--- config.mk ---
export PLATFORM = sky130hd
export DESIGN_NAME = dcr_reg_bank
export DESIGN_NICKNAME = d
export VERILOG_FILES = /design/src/core/dcr_pkg.sv /design/src/core/dcr_reg_bank.sv
export SDC_FILE = /design/constraint.sdc
export NUM_CORES = 1
export LEC_CHECK = 0
export BUFFER_PORTS_ARGS = -buffer_cell sky130_fd_sc_hd__buf_2
export CORE_MARGIN = 8
export CORE_UTILIZATION = 50
export CTS_CLUSTER_DIAMETER = 40
export DETAILED_ROUTE_END_ITERATION = 8
export GPL_ROUTABILITY_DRIVEN = 1
export PLACE_DENSITY_LB_ADDON = 0.3
export SLEW_MARGIN = 20
export SYNTH_ARGS = -nofsm -noshare
export SYNTH_HDL_FRONTEND = slang
export SYNTH_SLANG_ARGS = --single-unit
--- constraint.sdc ---
create_clock -name MCLK -period 4.1 [get_ports MCLK]
set_input_delay 0.41 -clock MCLK [delete_from_list [all_inputs] [get_ports MCLK]]
set_output_delay 0.41 -clock MCLK [all_outputs]
set_load 0.1 [all_outputs]
--- src/core/dcr_pkg.sv ---
// Shared constants, field positions, reset values and the state layout of the DAC register bank.
package dcr_pkg;

	// Register offsets.
	localparam logic [4:0] OFS_CODE_LIVE0 = 5'h00;
	localparam logic [4:0] OFS_REF_LIVE = 5'h08;
	localparam logic [4:0] OFS_PD_LIVE = 5'h09;
	localparam logic [4:0] OFS_GAIN_STATUS = 5'h0a;
	localparam logic [4:0] OFS_LOCK_STATUS = 5'h0b;
	localparam logic [4:0] OFS_CODE_STORED0 = 5'h10;
	localparam logic [4:0] OFS_REF_STORED = 5'h18;
	localparam logic [4:0] OFS_PD_STORED = 5'h19;
	localparam logic [4:0] OFS_GAIN_ADDR_STORED = 5'h1a;

	// Field positions.
	localparam int NV_SPACE_BIT = 4;
	localparam int POR_FLAG_BIT = 7;
	localparam int BUSY_FLAG_BIT = 6;
	localparam int ADDR_LOCK_BIT = 7;
	localparam int GAIN_LSB = 8;
	localparam int ADDR_UPPER_LSB = 2;

	// Reset values and fixed values.
	localparam logic [15:0] RESERVED_READ = 16'hffff;
	localparam logic [4:0] FIXED_ADDR_UPPER = 5'h18;
	localparam logic [4:0] RST_ADDR_UPPER = 5'h18;
	localparam logic RST_ADDRESS_LOCK = 1'b1;
	localparam logic RST_POR_FLAG = 1'b1;
	localparam logic [7:0] RST_LOCK_BITS = 8'h00;
	localparam logic [15:0] RST_REF = 16'h0000;
	localparam logic [15:0] RST_PD = 16'h0000;
	localparam logic [7:0] RST_GAIN = 8'h00;

	// Lock pair codes, stored-side bit first.
	localparam logic [1:0] LOCK_ALL = 2'h3;
	localparam logic [1:0] LOCK_EXCEPT_LIVE_CFG = 2'h2;
	localparam logic [1:0] LOCK_STORED_ONLY = 2'h1;
	localparam logic [1:0] LOCK_NONE = 2'h0;

	// Reference select codes.
	localparam logic [1:0] REF_PIN_BUFFERED = 2'h3;
	localparam logic [1:0] REF_PIN_UNBUFFERED = 2'h2;
	localparam logic [1:0] REF_BANDGAP = 2'h1;
	localparam logic [1:0] REF_SUPPLY = 2'h0;

	// Power-down codes.
	localparam logic [1:0] PD_OPEN = 2'h3;
	localparam logic [1:0] PD_LOAD_125K = 2'h2;
	localparam logic [1:0] PD_LOAD_1K = 2'h1;
	localparam logic [1:0] PD_NORMAL = 2'h0;

	// Stored-memory write cycle time and its length in clock cycles.
	localparam int NV_WRITE_TIME_NS = 25000;
	localparam int CLK_PERIOD_NS = 5;
	localparam int NV_WRITE_CYCLES_DEF = (NV_WRITE_TIME_NS + CLK_PERIOD_NS - 1) / CLK_PERIOD_NS;
	localparam int BUSY_W = 16;

	// Kind of location that a write aims at.
	typedef enum logic [1:0] {ACC_CODE_LIVE, ACC_CODE_STORED, ACC_CFG_LIVE, ACC_CFG_STORED} dcr_access_t;

	// Whole state of the register bank.
	typedef struct packed {
		logic [7:0][15:0] code_live;
		logic [7:0][15:0] code_stored;
		logic [15:0] ref_live;
		logic [15:0] ref_stored;
		logic [15:0] pd_live;
		logic [15:0] pd_stored;
		logic [7:0] gain_live;
		logic [7:0] gain_stored;
		logic [7:0] stored_side_lock_bit;
		logic [7:0] live_side_lock_bit;
		logic address_lock_config_bit;
		logic [4:0] slave_address_upper_five;
		logic por_flag;
		logic [BUSY_W-1:0] busy_cnt;
		logic eeprom_busy_flag;
		logic [15:0] rdata;
		logic ack;
		logic nack;
		logic vref_drive;
		logic [6:0] slave_address_field;
	} dcr_state_t;

endpackage

--- src/core/dcr_reg_bank.sv ---
// Register bank of a quad or octal DAC: output codes, configuration, per-channel locks and status.
`timescale 1ns/10ps
// Notes on behaviour
// - Lock pair 11 refuses writes to both codes and both configuration copies.
// - Lock pair 10 refuses codes and stored configuration; live configuration stays writable.
// - Lock pair 01 allows live code and live configuration, refuses stored ones.
// - Lock pair 00 allows every code and configuration write of the channel.
// - Reference pair, power-down pair and gain bit are the locked configuration bits.
// - Lock status register shows each channel's lock pair at bits 2n+1:2n.
// - Lock status follows both lock bits of each channel, stored-side and live-side, which start cleared.
// - Codes are right-justified in 16 bits; bits above the width read zero.
// - All ones is full scale, mask shifted right once is mid scale, zero is zero.
// - Live and stored copies share one bit layout.
// - Reference pair: 11 buffered pin, 10 unbuffered pin, 01 bandgap, 00 supply.
// - A channel on bandgap keeps the reference driven even when powered down.
// - Power-down pair: 00 normal, 01 1k load, 10 125k load, 11 open.
// - Gain bit set doubles gain; gain bits sit at 15:8.
// - Reset flag at bit 7 sets on power events, clears on reading its register.
// - Busy flag at bit 6 high during stored writes; only live accesses accepted.
// - Address lock status at bit 7 of stored gain register mirrors the config bit.
// - Upper five address bits writable only while the address lock is clear.
// - Stored parts take upper address bits from storage; volatile parts fix 11000.
// - Two low address bits come from the address-select pins.
// - Lock bits change only with the high-voltage pin up and a matching command.
// - A power event copies stored registers to live ones; stored writes leave live alone.
// - Reserved addresses answer not-acknowledge and read all ones.
module dcr_reg_bank
	import dcr_pkg::*;
#(
	parameter int CHANNELS = 8,
	parameter int CODE_BITS = 12,
	parameter bit HAS_NV = 1'b1,
	parameter int NV_WRITE_CYCLES = NV_WRITE_CYCLES_DEF
) (
	input wire logic MCLK,
	input wire logic RESETN,
	input wire logic [4:0] REG_ADDR,
	input wire logic [15:0] REG_WDATA,
	input wire logic REG_WR,
	input wire logic REG_RD,
	input wire logic HV_ENABLE,
	input wire logic HV_DISABLE,
	input wire logic HIGH_VOLTAGE_COMMAND_PIN,
	input wire logic ADDRESS_SELECT_PIN_LOW,
	input wire logic ADDRESS_SELECT_PIN_HIGH,
	input wire logic POR_EVENT,
	output logic [15:0] REG_RDATA,
	output logic REG_ACK,
	output logic REG_NACK,
	output logic [127:0] CODE_OUT,
	output logic [15:0] REF_SELECT,
	output logic [15:0] POWERDOWN_SELECT,
	output logic [7:0] GAIN_OUT,
	output logic VREF_DRIVE,
	output logic EEPROM_BUSY_FLAG,
	output logic [6:0] SLAVE_ADDRESS
);

	// Parameter values that the logic cannot serve are refused at elaboration.
	if (!(CHANNELS == 4 || CHANNELS == 8)) begin
		$error("CHANNELS must be 4 or 8");
	end
	if (!(CODE_BITS == 8 || CODE_BITS == 10 || CODE_BITS == 12)) begin
		$error("CODE_BITS must be 8, 10 or 12");
	end
	if (NV_WRITE_CYCLES < 1 || NV_WRITE_CYCLES > 65535) begin
		$error("NV_WRITE_CYCLES out of range");
	end

	// Code width mask, mid scale and channel presence.
	localparam logic [15:0] CODE_MASK = 16'((17'h1 << CODE_BITS) - 17'h1);
	localparam logic [15:0] CODE_MID = CODE_MASK >> 1;
	localparam logic [7:0] PRESENT = (CHANNELS == 8) ? 8'hff : 8'h0f;
	localparam logic [BUSY_W-1:0] BUSY_LOAD = BUSY_W'(NV_WRITE_CYCLES);

	dcr_state_t r;
	dcr_state_t next_r;
	logic [7:0] ok;
	logic [15:0] pm;
	logic [15:0] pres_pm;
	logic [2:0] ch;
	logic mapped;
	logic nv_acc;

	// Whether a lock pair allows a given kind of write.
	function automatic logic lock_allows(input logic [1:0] pair, input dcr_access_t acc);
		case (acc)
			ACC_CODE_LIVE: return pair == LOCK_STORED_ONLY || pair == LOCK_NONE;
			ACC_CFG_LIVE: return pair != LOCK_ALL;
			ACC_CODE_STORED: return pair == LOCK_NONE;
			ACC_CFG_STORED: return pair == LOCK_NONE;
			default: return 1'b0;
		endcase
	endfunction

	// Per-channel permission vector for a kind of write; absent channels never pass.
	function automatic logic [7:0] chan_ok(input logic [7:0] dl, input logic [7:0] cl, input dcr_access_t acc);
		logic [7:0] v;
		v = 8'h00;
		for (int i = 0; i < 8; i++) begin
			v[i] = PRESENT[i] && lock_allows({dl[i], cl[i]}, acc);
		end
		return v;
	endfunction

	// Spreads a per-channel vector over two-bit fields.
	function automatic logic [15:0] pair_mask(input logic [7:0] v);
		logic [15:0] m;
		m = 16'h0000;
		for (int i = 0; i < 8; i++) begin
			m[2*i] = v[i];
			m[2*i+1] = v[i];
		end
		return m;
	endfunction

	// True for offsets that exist on this part.
	function automatic logic is_mapped(input logic [4:0] a);
		logic [3:0] low;
		low = a[3:0];
		if (low < 4'h8) begin
			return PRESENT[low[2:0]];
		end
		if (a[NV_SPACE_BIT]) begin
			return low <= OFS_GAIN_ADDR_STORED[3:0];
		end
		return low <= OFS_LOCK_STATUS[3:0];
	endfunction

	// Lock status word, one pair per channel.
	function automatic logic [15:0] lock_word(input logic [7:0] dl, input logic [7:0] cl);
		logic [15:0] w;
		w = 16'h0000;
		for (int i = 0; i < 8; i++) begin
			w[2*i+1] = dl[i] & PRESENT[i];
			w[2*i] = cl[i] & PRESENT[i];
		end
		return w;
	endfunction

	// Any present channel fed from the bandgap keeps the reference up.
	function automatic logic bandgap_used(input logic [15:0] refsel);
		logic u;
		u = 1'b0;
		for (int i = 0; i < 8; i++) begin
			if (PRESENT[i] && refsel[2*i +: 2] == REF_BANDGAP) begin
				u = 1'b1;
			end
		end
		return u;
	endfunction

	assign ch = REG_ADDR[2:0];
	assign mapped = is_mapped(REG_ADDR);
	assign nv_acc = REG_ADDR[NV_SPACE_BIT];
	assign pres_pm = pair_mask(PRESENT);

	// Next-state logic: one access per cycle, write before read, power events last so they win.
	always_comb begin
		next_r = r;
		next_r.ack = 1'b0;
		next_r.nack = 1'b0;
		ok = 8'h00;
		pm = 16'h0000;
		if (r.busy_cnt != '0) begin
			next_r.busy_cnt = r.busy_cnt - BUSY_W'(1);
		end
		if (REG_WR || REG_RD) begin
			if (!mapped || (nv_acc && r.eeprom_busy_flag)) begin
				next_r.nack = 1'b1;
				if (!REG_WR) begin
					next_r.rdata = RESERVED_READ;
				end
			end else if (REG_WR) begin
				next_r.ack = 1'b1;
				case (REG_ADDR)
					OFS_REF_LIVE, OFS_PD_LIVE, OFS_REF_STORED, OFS_PD_STORED: begin
						// Only unlocked channels take new bits; a changed locked field is refused.
						ok = chan_ok(r.stored_side_lock_bit, r.live_side_lock_bit,
							nv_acc ? ACC_CFG_STORED : ACC_CFG_LIVE);
						pm = pair_mask(ok);
						case (REG_ADDR)
							OFS_REF_LIVE: next_r.ref_live = (r.ref_live & ~pm) | (REG_WDATA & pm);
							OFS_PD_LIVE: next_r.pd_live = (r.pd_live & ~pm) | (REG_WDATA & pm);
							OFS_REF_STORED: next_r.ref_stored = (r.ref_stored & ~pm) | (REG_WDATA & pm);
							default: next_r.pd_stored = (r.pd_stored & ~pm) | (REG_WDATA & pm);
						endcase
						if (((REG_WDATA ^ (REG_ADDR[0] ? (nv_acc ? r.pd_stored : r.pd_live)
							: (nv_acc ? r.ref_stored : r.ref_live))) & pres_pm & ~pm) != 16'h0000) begin
							next_r.ack = 1'b0;
							next_r.nack = 1'b1;
						end
					end
					OFS_GAIN_STATUS, OFS_GAIN_ADDR_STORED: begin
						// Gain bits follow the configuration locks; status bits are not writable.
						ok = chan_ok(r.stored_side_lock_bit, r.live_side_lock_bit,
							nv_acc ? ACC_CFG_STORED : ACC_CFG_LIVE);
						if (nv_acc) begin
							next_r.gain_stored = (r.gain_stored & ~ok) | (REG_WDATA[15:GAIN_LSB] & ok);
							if (((REG_WDATA[15:GAIN_LSB] ^ r.gain_stored) & PRESENT & ~ok) != 8'h00) begin
								next_r.nack = 1'b1;
							end
							if (HAS_NV && !r.address_lock_config_bit) begin
								next_r.slave_address_upper_five = REG_WDATA[6:ADDR_UPPER_LSB];
							end else if (REG_WDATA[6:ADDR_UPPER_LSB] != r.slave_address_upper_five) begin
								next_r.nack = 1'b1;
							end
						end else begin
							next_r.gain_live = (r.gain_live & ~ok) | (REG_WDATA[15:GAIN_LSB] & ok);
							if (((REG_WDATA[15:GAIN_LSB] ^ r.gain_live) & PRESENT & ~ok) != 8'h00) begin
								next_r.nack = 1'b1;
							end
						end
						next_r.ack = !next_r.nack;
					end
					OFS_LOCK_STATUS: begin
						// Read-only; the write is taken and has no effect.
						next_r.ack = 1'b1;
					end
					default: begin
						// Output codes: only the implemented width is kept.
						if (lock_allows({r.stored_side_lock_bit[ch], r.live_side_lock_bit[ch]},
							nv_acc ? ACC_CODE_STORED : ACC_CODE_LIVE)) begin
							if (nv_acc) begin
								next_r.code_stored[ch] = REG_WDATA & CODE_MASK;
							end else begin
								next_r.code_live[ch] = REG_WDATA & CODE_MASK;
							end
						end else begin
							next_r.ack = 1'b0;
							next_r.nack = 1'b1;
						end
					end
				endcase
				// An accepted stored write starts the memory write cycle.
				if (nv_acc && next_r.ack) begin
					next_r.busy_cnt = BUSY_LOAD;
				end
			end else begin
				next_r.ack = 1'b1;
				case (REG_ADDR)
					OFS_REF_LIVE: next_r.rdata = r.ref_live & pres_pm;
					OFS_PD_LIVE: next_r.rdata = r.pd_live & pres_pm;
					OFS_REF_STORED: next_r.rdata = r.ref_stored & pres_pm;
					OFS_PD_STORED: next_r.rdata = r.pd_stored & pres_pm;
					OFS_GAIN_STATUS: begin
						next_r.rdata = {r.gain_live & PRESENT, r.por_flag, r.eeprom_busy_flag, 6'h00};
						next_r.por_flag = 1'b0;
					end
					OFS_LOCK_STATUS: next_r.rdata = lock_word(r.stored_side_lock_bit, r.live_side_lock_bit);
					OFS_GAIN_ADDR_STORED: next_r.rdata = {r.gain_stored & PRESENT, r.address_lock_config_bit,
						r.slave_address_field};
					default: next_r.rdata = nv_acc ? r.code_stored[ch] : r.code_live[ch];
				endcase
			end
		end else if (HV_ENABLE || HV_DISABLE) begin
			// Lock bits move only under the raised high-voltage pin and a matching address.
			if (!HIGH_VOLTAGE_COMMAND_PIN || r.eeprom_busy_flag) begin
				next_r.nack = 1'b1;
			end else if (REG_ADDR[3] == 1'b0 && PRESENT[ch]) begin
				next_r.ack = 1'b1;
				if (nv_acc) begin
					next_r.stored_side_lock_bit[ch] = HV_ENABLE;
				end else begin
					next_r.live_side_lock_bit[ch] = HV_ENABLE;
				end
			end else if (REG_ADDR == OFS_GAIN_ADDR_STORED) begin
				next_r.ack = 1'b1;
				next_r.address_lock_config_bit = HV_ENABLE;
			end else begin
				next_r.nack = 1'b1;
			end
		end
		// A power event reloads the live copies and sets the flag, winning over a read clear.
		if (POR_EVENT) begin
			next_r.code_live = r.code_stored;
			next_r.ref_live = r.ref_stored;
			next_r.pd_live = r.pd_stored;
			next_r.gain_live = r.gain_stored;
			next_r.por_flag = 1'b1;
		end
		next_r.eeprom_busy_flag = next_r.busy_cnt != '0;
		next_r.vref_drive = bandgap_used(next_r.ref_live);
		next_r.slave_address_field = {HAS_NV ? next_r.slave_address_upper_five : FIXED_ADDR_UPPER,
			ADDRESS_SELECT_PIN_HIGH, ADDRESS_SELECT_PIN_LOW};
	end

	// State register; reset loads the factory image with all channel locks open.
	always_ff @(posedge MCLK) begin
		if (!RESETN) begin
			r <= '0;
			for (int i = 0; i < 8; i++) begin
				r.code_live[i] <= PRESENT[i] ? ((i < 2) ? CODE_MID : CODE_MASK) : 16'h0000;
				r.code_stored[i] <= PRESENT[i] ? ((i < 2) ? CODE_MID : CODE_MASK) : 16'h0000;
			end
			r.ref_live <= RST_REF;
			r.ref_stored <= RST_REF;
			r.pd_live <= RST_PD;
			r.pd_stored <= RST_PD;
			r.gain_live <= RST_GAIN;
			r.gain_stored <= RST_GAIN;
			r.stored_side_lock_bit <= RST_LOCK_BITS;
			r.live_side_lock_bit <= RST_LOCK_BITS;
			r.address_lock_config_bit <= RST_ADDRESS_LOCK;
			r.slave_address_upper_five <= RST_ADDR_UPPER;
			r.por_flag <= RST_POR_FLAG;
		end else begin
			r <= next_r;
		end
	end

	// Every output is a field of the state register.
	assign REG_RDATA = r.rdata;
	assign REG_ACK = r.ack;
	assign REG_NACK = r.nack;
	assign CODE_OUT = r.code_live;
	assign REF_SELECT = r.ref_live;
	assign POWERDOWN_SELECT = r.pd_live;
	assign GAIN_OUT = r.gain_live;
	assign VREF_DRIVE = r.vref_drive;
	assign EEPROM_BUSY_FLAG = r.eeprom_busy_flag;
	assign SLAVE_ADDRESS = r.slave_address_field;
endmodule

==> metrics.cfg <==
[route]
viasPerCell = 6.42
ant_nets = 0
drt-pass1-iter-count = 8
drt_iter0_drc = 2030
drc = 0
num_vias = 16100
routed_wl_microns = 64100
wire_per_inst_microns = 25.5

[timing]
rsz0062_at_grt = false
finClkSkew_ns = 0.0301
fmax_mhz = 324
final.min_clock_period_ns = 3.09
slew-limit-headroom_pct = 25.0
fin_tns_setup_ns = 0
holdWs_ns = 0.0225
hold_viol_final = 0
final-setup-viol-count = 0
worstMarginPinSlew_ns = 1.12
drv_slew = 0
fin_ws_ns = 1.01
fin_crit_sh_pct = 75.3

[placed_design]
place_ws_ns = 0.440
dp_hpwl_microns = 44000
numPortBuffers = 193
gp_congestion = 0.961

[global_routing]
grtUsageTotal_pct = 28.6
grt_max_degree = 197
antenna_found_initial = 1
gr-total-overflow = 0
grt_pass1_wl_microns = 97200
grt_pass1_vias = 15600

[clocking]
clock_path_buffers = 3
insertion_delay_ns = 0.60
cts_buffers = 48
clk_pin_slew_worst_paths_ns = 0.06
cts_tree = done
ctsHoldBuffers = 0
cts.sinks = 335
htreeDepth = 2
cts_setup_buffers = 0
clockRootBuffer = clkbuf_16
post_cts_resized = 0

[critical_path]
r2r_start = r[62]
cp.required_ns = 4.55
cp_max_fo = 34
critPathKind = in2reg
worstSetupStartpointType = primary input
worstSetupEndpointType = flip-flop
cp-startpoint = REG_ADDR[1]
cp_data_arrival_time_ns = 3.54

[logic_synthesis]
synthTopCellsByCount = 335 x dfxtp_1, 282 x nand2_1, 192 x buf_4, 146 x clkbuf_1, 119 x nand3_1
synth_top_family_by_area = compound AO/OA/AOI/OAI gates
async_reset_ff_share_pct = 0
yosys.area.top_type_share_pct = 36.2
synth_cell_types = 68
yosysSeqAreaShare_pct = 36.2
synth_compound_area_share_pct = 17.5
synth-edff-count = 0
ys_warn_count = 0
ys_ff_latch = 335
synth_ff_type = dfxtp_1
synthXorXnorAreaFrac_pct = 2.22
synth_area_leaders = dfxtp_1 36%, mux4_2 9.7%, buf_4 7.8%, nand2_1 5.7%, a2bb2oi_1 4.4%
syn_inst = 2055
syn_area_per_cell_sq_um = 9.02
synth_top_area_cell = dfxtp_1
synth.area.mux_share_pct = 15.0
synthAdderAreaFrac_pct = 0.337
yosys.area_share.simple_pct = 17.0
yosysMostFrequentCell = dfxtp_1
netlist_area_sq_mm = 0.0185

[floorplan]
die_h_microns = 209
coreArea_sq_mm = 0.0366
num_io_pins = 226
die-area_sq_mm = 0.0435
initial_core_util_pct = 50.6
fp.dieW_microns = 209
rows = 70

[pwr]
power_density_mw_per_mm2 = 512
finalPower_mw = 10.4
p_int_mw = 6.90
pwr-share-clk_pct = 44.6
comb_power_share_pct = 20.6
switching_share_pct = 33.6
vdd_drop_max_v = 0.000317
p_sw_mw = 3.49
p_seq_share_pct = 34.8
p_leak_nw = 8.09

[cells_and_area]
area_growth_pct = 9.45
nets = 2039
drive_above_1_share_pct = 21.4

[min_path]
min-delay-start = ADDRESS_SELECT_PIN_HIGH
worstHoldPathType = in2reg

[run]
drv_cap = 0

[outcome]
outcome = complete, no violations

[flip-flops by register name, summed over array words and instances (netlist names), 4 cells and up]
signal            flops
POWERDOWN_SELECT     16
CODE_OUT             96
r                   175
GAIN_OUT              8
REG_RDATA            16
SLAVE_ADDRESS         4
REF_SELECT           16
[metal layers]
layer	track usage (%)	vias to the layer above	wire length (microns)
li1	-	7104	-
met1	35.2	7855	24000
met2	46.1	1003	30200
met3	6.12	183	6160
met4	15.9	0	3720
met5	0	-	0
[metrics by stage]
step                      util (%)  std cells  cell area (sq um)
final                         55.4       2516              20300
after global routing          55.4       2516              20300
after CTS                     55.4       2515              20300
after detailed placement      50.5       2425              18500
after global placement        50.4       2425              18500
after floorplan                  -       2086              18700
[path summary, 6_finish.rpt]
check / end / slack [ns] / cells past startpoint
worst max-delay path: r[47] / 1.01 / 8
worst min-delay path: SLAVE_ADDRESS[1] / 0.02 / 2
worst max register to register: CODE_OUT[19] / 1.17 / 8
worst min register to register: r[157] / 0.47 / 2
[layout by cell type, fill, tap and decap left out, types with 9 or more instances in the layout]
cell	instances
xnor2_1	24
mux4_2	80
and2_1	24
nand3_1	119
nor3_1	15
nor2_1	99
a21oi_1	47
a221oi_1	10
a2bb2oi_1	94
mux2i_1	79
conb_1	32
nand2b_1	9
nand2_1	282
a22oi_1	102
buf_2	188
mux2_2	9
o21a_1	9
clkbuf_16	49
a21boi_1	29
o21ai_1	14
a222oi_1	21
buf_4	52
bufinv_16	10
dfxtp_1	335
xor2_1	23
nor2b_1	75
o21ai_0	52
[power groups by stage]
stage	Clock (mW)	Combinational, mW	Sequential (mW)
floorplan	0	1.88	3.63
global placement	0	2.11	3.67
detailed placement	0	2.13	3.67
CTS	4.69	2.14	3.61
global route	4.82	2.26	3.64
finish	4.63	2.14	3.61
[layout make-up]
type	count	area, sq um
antenna	1	2.50
clock buffer	51	1230
clock inverter	39	576
fill	3294	16300
inverter	6	22.5
multi-input combinational	1374	9800
sequential	335	6710
tap	468	586
timing repair buffer	242	1360
[kinds of logic (layout without fill, tap and decap cells)]
logic type               after synthesis  count (layout)
AND/OR/NAND/NOR                      673             673
AO/OA/AOI/OAI                        440             440
buffers and inverters                377             338
flip-flops                           335             335
multiplexers                         176             176
XOR/XNOR                              47              47
adder cells (fa/ha/maj)                6               6
other                                  1              33
[worst max-delay path, cell delays in order]
cell and delay [ns]:
buf_4 0.11, buf_4 0.41, nor2b_1 0.43, and3_1 0.79, nand2_1 0.49, nor2_1 0.49
mux2i_1 0.32, nand2_1 0.08
Note: power is estimated with default switching activity, not from simulation.
